--- src/rtl/flash_pin_pkg.sv ---
// Constants shared by the serial flash pin front end
package flash_pin_pkg;
    localparam int unsigned SYNC_STAGES = 3;
    localparam int unsigned BYTE_BITS = 8;
    localparam logic [2:0] BIT_LAST = 3'h7;
    localparam logic [2:0] DUAL_LAST = 3'h3;
    localparam logic [7:0] TX_RESET = 8'h00;
    typedef enum logic [1:0] {
        ST_STANDBY,
        ST_ACTIVE,
        ST_BUSY_WAIT
    } power_state_type;
endpackage

--- src/rtl/flash_pin_frontend.sv ---
// Serial pin front end: framing, bit capture, single and dual output shifting
`timescale 1ns/10ps
`default_nettype none
module flash_pin_frontend (
    input wire logic mclk_in,
    input wire logic rst_in,
    input wire logic cs_n_in,
    input wire logic sck_in,
    input wire logic si_in,
    output logic si_out,
    output logic si_oe_out,
    output logic so_out,
    output logic so_oe_out,
    input wire logic [7:0] tx_byte_in,
    input wire logic dual_mode_in,
    output logic tx_load_out,
    output logic [7:0] rx_byte_out,
    output logic rx_valid_out,
    output logic frame_start_out,
    output logic frame_end_out,
    input wire logic busy_in,
    output logic standby_out
);
    // Three-stage synchronisers; stage 0 feeds only stage 1
    logic [2:0] cs_sync;
    logic [2:0] sck_sync;
    logic [2:0] si_sync;
    always_ff @(posedge mclk_in or posedge rst_in) begin
        if (rst_in) begin
            cs_sync <= 3'h7;
            sck_sync <= 3'h0;
            si_sync <= 3'h0;
        end else begin
            cs_sync <= {cs_sync[1:0], cs_n_in};
            sck_sync <= {sck_sync[1:0], sck_in};
            si_sync <= {si_sync[1:0], si_in};
        end
    end

    // Filtered levels: change counts once stages one and two agree
    logic cs_lvl;
    logic sck_lvl;
    logic next_cs_lvl;
    logic next_sck_lvl;
    always_comb begin
        next_cs_lvl = cs_lvl;
        next_sck_lvl = sck_lvl;
        if (cs_sync[1] == cs_sync[2]) begin
            next_cs_lvl = cs_sync[2];
        end
        if (sck_sync[1] == sck_sync[2]) begin
            next_sck_lvl = sck_sync[2];
        end
    end
    always_ff @(posedge mclk_in or posedge rst_in) begin
        if (rst_in) begin
            cs_lvl <= 1'b1;
            sck_lvl <= 1'b0;
        end else begin
            cs_lvl <= next_cs_lvl;
            sck_lvl <= next_sck_lvl;
        end
    end

    // Edge events; clock edges count only inside a frame
    logic selected;
    logic cs_fall;
    logic cs_rise;
    logic sck_rise;
    logic sck_fall;
    assign selected = ~cs_lvl;
    assign cs_fall = cs_lvl & ~next_cs_lvl;
    assign cs_rise = ~cs_lvl & next_cs_lvl;
    // either idle level; only edges seen while selected count, so mode 3's first fall sends bit 7
    assign sck_rise = selected & ~next_cs_lvl & ~sck_lvl & next_sck_lvl;
    assign sck_fall = selected & ~next_cs_lvl & sck_lvl & ~next_sck_lvl;

    // Receive shifter and frame flags
    logic [7:0] rx_shift;
    logic [2:0] rx_cnt;
    logic [7:0] next_rx_shift;
    logic [2:0] next_rx_cnt;
    logic [7:0] next_rx_byte;
    logic next_rx_valid;
    always_comb begin
        next_rx_shift = rx_shift;
        next_rx_cnt = rx_cnt;
        next_rx_byte = rx_byte_out;
        next_rx_valid = 1'b0;
        if (cs_fall) begin
            next_rx_cnt = 3'h0;
        end else if (sck_rise && !dual_mode_in) begin
            next_rx_shift = {rx_shift[6:0], si_sync[2]};
            next_rx_cnt = rx_cnt + 3'h1;
            if (rx_cnt == flash_pin_pkg::BIT_LAST) begin
                next_rx_byte = {rx_shift[6:0], si_sync[2]};
                next_rx_valid = 1'b1;
            end
        end
    end
    always_ff @(posedge mclk_in or posedge rst_in) begin
        if (rst_in) begin
            rx_shift <= flash_pin_pkg::TX_RESET;
            rx_cnt <= 3'h0;
            rx_byte_out <= flash_pin_pkg::TX_RESET;
            rx_valid_out <= 1'b0;
            frame_start_out <= 1'b0;
            frame_end_out <= 1'b0;
        end else begin
            rx_shift <= next_rx_shift;
            rx_cnt <= next_rx_cnt;
            rx_byte_out <= next_rx_byte;
            rx_valid_out <= next_rx_valid;
            frame_start_out <= cs_fall;
            frame_end_out <= cs_rise;
        end
    end

    // Transmit shifter: one bit per falling edge, or two in dual mode
    logic [7:0] tx_shift;
    logic [2:0] tx_cnt;
    logic lane0;
    logic lane1;
    logic drive_so;
    logic drive_si;
    logic [7:0] next_tx_shift;
    logic [2:0] next_tx_cnt;
    logic next_lane0;
    logic next_lane1;
    logic next_drive_so;
    logic next_drive_si;
    logic tx_load;
    always_comb begin
        next_tx_shift = tx_shift;
        next_tx_cnt = tx_cnt;
        next_lane0 = lane0;
        next_lane1 = lane1;
        next_drive_so = drive_so;
        next_drive_si = drive_si;
        tx_load = 1'b0;
        if (cs_rise || !selected) begin
            next_drive_so = 1'b0;
            next_drive_si = 1'b0;
            next_tx_cnt = 3'h0;
        end else if (sck_fall) begin
            if (dual_mode_in) begin
                // lower lane on the input pin
                // upper lane on the output pin
                next_drive_so = 1'b1;
                next_drive_si = 1'b1;
                if (tx_cnt[1:0] == 2'h0) begin
                    next_lane1 = tx_byte_in[7];
                    next_lane0 = tx_byte_in[6];
                    next_tx_shift = {tx_byte_in[5:0], 2'h0};
                    tx_load = 1'b1;
                end else begin
                    next_lane1 = tx_shift[7];
                    next_lane0 = tx_shift[6];
                    next_tx_shift = {tx_shift[5:0], 2'h0};
                end
                next_tx_cnt = (tx_cnt[1:0] == flash_pin_pkg::DUAL_LAST[1:0]) ? 3'h0 : tx_cnt + 3'h1;
            end else begin
                next_drive_so = 1'b1;
                next_drive_si = 1'b0;
                if (tx_cnt == 3'h0) begin
                    next_lane1 = tx_byte_in[7];
                    next_tx_shift = {tx_byte_in[6:0], 1'b0};
                    tx_load = 1'b1;
                end else begin
                    next_lane1 = tx_shift[7];
                    next_tx_shift = {tx_shift[6:0], 1'b0};
                end
                next_tx_cnt = tx_cnt + 3'h1;
            end
        end
    end
    always_ff @(posedge mclk_in or posedge rst_in) begin
        if (rst_in) begin
            tx_shift <= flash_pin_pkg::TX_RESET;
            tx_cnt <= 3'h0;
            lane0 <= 1'b0;
            lane1 <= 1'b0;
            drive_so <= 1'b0;
            drive_si <= 1'b0;
        end else begin
            tx_shift <= next_tx_shift;
            tx_cnt <= next_tx_cnt;
            lane0 <= next_lane0;
            lane1 <= next_lane1;
            drive_so <= next_drive_so;
            drive_si <= next_drive_si;
        end
    end
    assign so_out = lane1;
    assign so_oe_out = drive_so;
    assign si_out = lane0;
    assign si_oe_out = drive_si;
    assign tx_load_out = tx_load;

    // Power state: standby only once deselected and not busy
    flash_pin_pkg::power_state_type pstate;
    flash_pin_pkg::power_state_type next_pstate;
    always_comb begin
        next_pstate = pstate;
        case (pstate)
            flash_pin_pkg::ST_STANDBY: begin
                if (cs_fall) begin
                    next_pstate = flash_pin_pkg::ST_ACTIVE;
                end
            end
            flash_pin_pkg::ST_ACTIVE: begin
                if (cs_rise) begin
                    next_pstate = busy_in ? flash_pin_pkg::ST_BUSY_WAIT : flash_pin_pkg::ST_STANDBY;
                end
            end
            flash_pin_pkg::ST_BUSY_WAIT: begin
                if (cs_fall) begin
                    next_pstate = flash_pin_pkg::ST_ACTIVE;
                end else if (!busy_in) begin
                    next_pstate = flash_pin_pkg::ST_STANDBY;
                end
            end
            default: begin
                next_pstate = flash_pin_pkg::ST_STANDBY;
            end
        endcase
    end
    always_ff @(posedge mclk_in or posedge rst_in) begin
        if (rst_in) begin
            pstate <= flash_pin_pkg::ST_STANDBY;
        end else begin
            pstate <= next_pstate;
        end
    end
    assign standby_out = (pstate == flash_pin_pkg::ST_STANDBY);
endmodule // flash_pin_frontend
`default_nettype wire

--- config.mk ---
export PLATFORM = sky130hd
export DESIGN_NAME = flash_pin_frontend
export DESIGN_NICKNAME = d
export VERILOG_FILES = /design/src/rtl/flash_pin_pkg.sv /design/src/rtl/flash_pin_frontend.sv
export SDC_FILE = /design/constraint.sdc
export NUM_CORES = 1
export LEC_CHECK = 0
export ABC_AREA = 1
export BUFFER_PORTS_ARGS = -buffer_cell sky130_fd_sc_hd__buf_2
export CORE_MARGIN = 2
export CORE_UTILIZATION = 50
export DETAILED_ROUTE_END_ITERATION = 10
export PLACE_DENSITY = 0.8
export SETUP_SLACK_MARGIN = 0.05
export SYNTH_ARGS = -nofsm -noshare
export SYNTH_HDL_FRONTEND = slang
export SYNTH_SLANG_ARGS = --single-unit
--- constraint.sdc ---
create_clock -name mclk_in -period 1.7 [get_ports mclk_in]
set_clock_uncertainty 0.05 [all_clocks]
set_input_delay 0 -clock mclk_in [delete_from_list [all_inputs] [get_ports mclk_in]]
set_output_delay 0 -clock mclk_in [all_outputs]
set_load 0.03 [all_outputs]
==> impl_metrics.json, run 1 <==
{
  "cp_max_fo": 7,
  "ir_drop_mv": 0.796,
  "syn_area_per_cell_um2": 8.48,
  "ant_nets": 0,
  "clockPowerShare_pct": 25.7,
  "critPathRequiredTime_ns": 1.65,
  "grt_pass1_vias": 1703,
  "max_freq_ghz": 0.647,
  "rsz0062_at_grt": "false",
  "track_usage_pct": 18.3,
  "ys_ff_latch": 48,
  "core_area_um2": 4290,
  "grt_max_degree": 30,
  "wl_per_cell_um": 11.9,
  "drcViolationCount": 0,
  "hold-worst-slack_ns": 0.0170,
  "p_switching_mw": 0.878,
  "initialDrtViolationCount": 109,
  "sw_frac_of_total_pct": 31.9,
  "crit_arrival_ns": 1.50,
  "synth_nets": 279,
  "cts_tree": "done",
  "diodes": 0,
  "cp-start-kind": "flop",
  "tns_ns": 0,
  "setup_violations": 0,
  "insertion_delay_ns": 0.30,
  "synthMostInstantiatedCell": "nand2_1",
  "portBuffers": 31,
  "setup_ws_ns": 0.154,
  "io_pins": 32,
  "setup.worst_path.class": "reg2out",
  "post-place-ws_ns": 0.174,
  "synth_edf_count": 0,
  "timing.final.crit_share_pct": 91.0,
  "netlist_instances": 259,
  "antenna_found_initial": 0,
  "yosys.area.top_type": "dfrtp_1",
  "relSlewSlack_pct": 69.9,
  "overflow": 0,
  "drv_slew": 0,
  "power_mw": 2.75,
  "cts_buffers": 5,
  "synth_top_area_share_pct": 50.1,
  "synthTopCellsByArea": "dfrtp_1 (50%), nand2_1 (14%), nand3_1 (8.0%)",
  "cts.sinks": 48,
  "synth_cell_types": 24,
  "final-hold-violation-count": 0,
  "ys_seq_area_share_pct": 54.9,
  "leakagePower_nw": 1.45,
  "htree_num_levels": 2,
  "dr.pass1.iters": 4,
  "synthesis.area_um2": 2200,
  "path_clk_slew_ns": 0.08,
  "worst_pin_slew_ns": 0.451,
  "start_util_pct": 51.2,
  "vias": 1806,
  "cts_root_buf": "clkbuf_8",
  "core.rowCount": 24,
  "cp-end-kind": "output port",
  "die_area_um2": 4940,
  "ys.flop_type": "dfrtp_1",
  "period_needed_ns": 1.55,
  "place_area_um2": 2410,
  "hpwl_um": 2920,
  "combPwrFrac_pct": 20.3,
  "ys_warn_count": 0,
  "die_y_um": 70.3,
  "final_net_count": 323,
  "outcome": "completed",
  "seq_power_share_pct": 54.0,
  "async_reset_ff_share_pct": 100,
  "n_fill_cell": 358,
  "powerDensity_nw_per_um2": 1050,
  "die_w_um": 70.3,
  "final_area_um2": 2610,
  "internal-power_mw": 1.88,
  "drive_gt1_share_pct": 21.7,
  "grt_first_pass_wirelength_um": 7240,
  "wl_um": 4230,
  "min_path_type": "in2reg",
  "gp_congestion": 0.882,
  "area_delta_synth_final_pct": 19.0,
  "max-cap-violations": 0,
  "synthTopCellsByCount": "nand2_1 (81), dfrtp_1 (44), inv_1 (35), nand3_1 (35), o21ai_0 (15)",
  "clk_path_buf_depth": 2,
  "via_per_inst": 5.07
}
==> flip-flops by register name, summed over array words and instances (netlist names) <==
register / flops
cs_lvl: 1
cs_sync: 3
frame_end_out: 1
frame_start_out: 1
pstate: 2
rx_byte_out: 8
rx_cnt: 3
rx_shift: 7
rx_valid_out: 1
sck_lvl: 1
sck_sync: 3
si_oe_out: 1
si_out: 1
si_sync: 3
so_oe_out: 1
so_out: 1
tx_cnt: 3
tx_shift: 7
==> cell type report <==
cell class              count  area (µm²)  share of cell area (%)
clock buffers               6        82.6                    3.16
clock inverters             2        15.0                   0.574
inverters                  38         145                    5.55
multi-input cells         166         815                    31.2
flip-flops and latches     48        1210                    46.1
well taps                  52        65.1                    2.49
repair buffers             44         285                    10.9
==> critical path, cell delays in order, from the launching register on <==
cell and delay [ns]:
dfrtp_1 0.38, inv_1 0.11, ha_4 0.16, buf_4 0.14, o21ai_0 0.12, nor2_1 0.12, buf_4 0.17
==> path summary, 6_finish.rpt <==
path	depth (start not counted)	start	slack, ns	endpoint
max	6	tx_cnt[1]	0.15	tx_load_out
min	3	tx_byte_in[6]	0.02	si_out
max reg2reg	5	rx_cnt[0]	0.20	rx_byte_out[1]
min reg2reg	0	si_sync[0]	0.30	si_sync[1]
max in group asynchronous	4	rst_in	0.83	cs_sync[1]
min in group asynchronous	3	rst_in	0.19	rx_valid_out
==> logic make-up (layout without fill, tap and decap cells) <==
group                      count (synthesis)  count (layout)  synth area share [%]
DFF                                       48              48                  54.9
buffers and inverters                     45              90                  8.60
and+or+nand+nor                          142             142                  29.2
AOI/OAI and AO/OA                         19              19                  4.50
adders and majority gates                  5               5                  2.85
==> placed cells by master (no fill, tap or decap), drive strengths merged, types with 2 or more instances in the layout <==
cell / count
o21ai: 16
inv: 37
ha: 5
nand4: 6
dfstp: 4
buf: 37
dfrtp: 44
nor2: 10
clkbuf: 6
clkinvlp: 2
nand3: 37
nand2: 87
dlygate4sd3: 7
==> through the flow <==
| step | std cells | util [%] |
|---|---|---|
| global route | 356 | 60.9 |
| finish | 356 | 60.9 |
| CTS | 353 | 60.3 |
| detailed placement | 338 | 56.0 |
| floorplan | 259 | - |
| global placement | 338 | 56.0 |
==> per-layer routing <==
metal | share of wire, % | global-route usage [%] | wire, µm
met1 | 46 | 23.1 | 1970
met2 | 47 | 29.5 | 2000
met3 | 4.5 | 4.91 | 190
met4 | 1.8 | 8.33 | 75
met5 | 0 | 0 | 0
==> power by group through the flow <==
stage | combinational [mW] | sequential, mW | clock (mW)
3_5_place_dp | 0.535 | 1.51 | 0
5_1_grt | 0.637 | 1.51 | 0.770
3_3_place_gp | 0.517 | 1.50 | 0
6_report | 0.560 | 1.49 | 0.707
4_1_cts | 0.557 | 1.48 | 0.722
2_1_floorplan | 0.371 | 1.51 | 0
==> timing repair <==
action	in CTS	in global routing
hold buffers	7	0
setup buffers	0	3
hold endpoints to repair	25	0
gates resized for setup	3	2
pin swaps	0	3
endpoints found under the setup margin	1	1
Note: power is estimated with default switching activity, not from simulation.
==> inputs of run 2 (changes only) <==
--- a/config.mk
+++ b/config.mk
@@ -10,8 +10,9 @@
 export CORE_MARGIN = 2
 export CORE_UTILIZATION = 50
 export DETAILED_ROUTE_END_ITERATION = 10
-export PLACE_DENSITY = 0.8
+export PLACE_DENSITY = 0.83
 export SETUP_SLACK_MARGIN = 0.05
+export SKIP_LAST_GASP = 1
 export SYNTH_ARGS = -nofsm -noshare
 export SYNTH_HDL_FRONTEND = slang
 export SYNTH_SLANG_ARGS = --single-unit
==> constraint.sdc (replaced) <==
create_clock -name mclk_in -period 1.35 [get_ports mclk_in]
set_clock_uncertainty 0.05 [all_clocks]
set_input_delay 0 -clock mclk_in [delete_from_list [all_inputs] [get_ports mclk_in]]
set_output_delay 0 -clock mclk_in [all_outputs]
set_load 0.03 [all_outputs]
==> impl_metrics.json, run 2 (synthesis results as in run 1) <==
{
  "outcome": "complete, but fails checks",
  "failed_checks": "setup timing",
  "die_y_um": 70.3,
  "largest_register_ff_count": 8,
  "core.rowCount": 24,
  "io_pins": 32,
  "dr.pass1.iters": 4,
  "drv_slew": 0,
  "portBuffers": 31,
  "antenna_found_initial": 0,
  "cp-end-kind": "output port",
  "vias": 1933,
  "wl_um": 4880,
  "tns_ns": -0.0283,
  "power_mw": 3.50,
  "post-place-ws_ns": -0.00524,
  "die_area_um2": 4940,
  "track_usage_pct": 21.0,
  "leakagePower_nw": 1.57,
  "grt_pass1_vias": 1862,
  "ant_nets": 0,
  "hold-worst-slack_ns": 0.0355,
  "worst_path_most_repeated_cell": "nand2_4",
  "clk_path_buf_depth": 2,
  "place_area_um2": 2450,
  "die_w_um": 70.3,
  "ir_drop_mv": 0.843,
  "max_freq_ghz": 0.731,
  "rr_startpoint": "cs_sync[1]",
  "crit_arrival_ns": 1.32,
  "final_net_count": 346,
  "top_regs": "rx_byte_out (8), rx_shift (7), tx_shift (7)",
  "cp_max_fo": 4,
  "period_needed_ns": 1.37,
  "layout_common_cells": "nand2_1 (79), dfrtp_1 (44), nand3_1 (33)",
  "cts_tree": "done",
  "cp-start-kind": "flop",
  "crit_slowest_cell": "dfstp_2",
  "critical_path.cell_chain": "nand2_4, nand2_4, nor2_4, inv_4, nor2_2, buf_6",
  "min_path_type": "in2reg",
  "cpPeakStageDelay_ns": 0.57,
  "powerDensity_nw_per_um2": 1210,
  "final-hold-violation-count": 0,
  "path_clk_slew_ns": 0.08,
  "worst_pin_slew_ns": 0.445,
  "gp_congestion": 0.888,
  "cts_buffers": 5,
  "insertion_delay_ns": 0.30,
  "area_delta_synth_final_pct": 31.6,
  "final_area_um2": 2890,
  "max-cap-violations": 0,
  "critPathRequiredTime_ns": 1.30,
  "core_area_um2": 4290,
  "setup_violations": 3,
  "timing.final.crit_share_pct": 101,
  "grt_first_pass_wirelength_um": 8090,
  "wl_per_cell_um": 12.9,
  "drcViolationCount": 0,
  "grt_max_degree": 23,
  "hpwl_um": 3030,
  "final_common_cell": "nand2_1",
  "start_util_pct": 51.2,
  "regMostFlops": "rx_byte_out",
  "setup_ws_ns": -0.0186,
  "worstHoldStart": "tx_byte_in[3]",
  "startpoint": "cs_sync[1]",
  "overflow": 0,
  "via_per_inst": 5.10,
  "initialDrtViolationCount": 87,
  "htree_num_levels": 2,
  "drive_gt1_share_pct": 31.8,
  "diodes": 0,
  "relSlewSlack_pct": 70.3,
  "rsz0062_at_grt": "true",
  "cts.sinks": 48,
  "setup.worst_path.class": "reg2out",
  "cts_root_buf": "clkbuf_8"
}
[run 2: changes by cell type in the layout (fill, tap and decap cells not counted), moves of 3 or more]
cell     before  now
inv_1        33   25
buf_6         0    7
o21ai_1       1    7
nand3_4       0    3
nand2_4       0    4
inv_2         3   10
buf_4         6   21
o21ai_0      15    6
[run 2: worst max-delay path, delay by kind of cell (launching register included)]
family / cells / cell delay, ns
buf+inv: 2 / 0.19
flops: 1 / 0.57
simple gates: 4 / 0.27
[run 2: path summary, 6_finish.rpt]
path | slack (ns) | endpoint | cells past startpoint
max | -0.02 | tx_load_out | 6
min | 0.04 | tx_shift[4] | 5
max reg2reg | -0.01 | si_out | 7
min reg2reg | 0.31 | si_sync[1] | 0
max in group asynchronous | 0.54 | rx_cnt[2] | 4
min in group asynchronous | 0.19 | rx_shift[2] | 3
[run 2: through the flow]
stage / utilization (%) / instances
3_5_place_dp: 57.1 / 345
6_report: 67.3 / 379
2_1_floorplan: - / 259
3_3_place_gp: 57.1 / 345
4_1_cts: 65.6 / 375
5_1_grt: 67.3 / 379
[run 2: layout make-up]
type,count,area [µm²]
well taps,52,65.1
clock buffers,7,76.3
inverters,38,148
fillers,354,1400
repair buffers,67,487
multi-input cells,166,901
clock inverters,1,8.76
flip-flops and latches,48,1210
[run 2: layer usage]
layer | vias to the layer above | part of all wire, % | global-route usage, %
met5 | - | 0 | 0
met4 | 0 | 2.4 | 8.97
met3 | 12 | 3.7 | 5.77
met2 | 42 | 52 | 36.0
met1 | 929 | 42 | 24.5
li1 | 950 | - | -
[run 2: what timing repair did]
action,CTS,global route
hold buffers,8,0
resized for setup,25,21
endpoints found under the setup margin,14,34
buffers inserted,14,4
hold endpoints to repair,26,0
pin swaps,7,5
[run 2: where the power goes]
part	switching, mW	total, mW	leakage, nW	internal [mW]
Combinational	0.495	0.809	0.917	0.315
Sequential	0.181	1.88	0.612	1.69
Clock	0.447	0.817	0.0424	0.370
Total	1.12	3.50	1.57	2.38
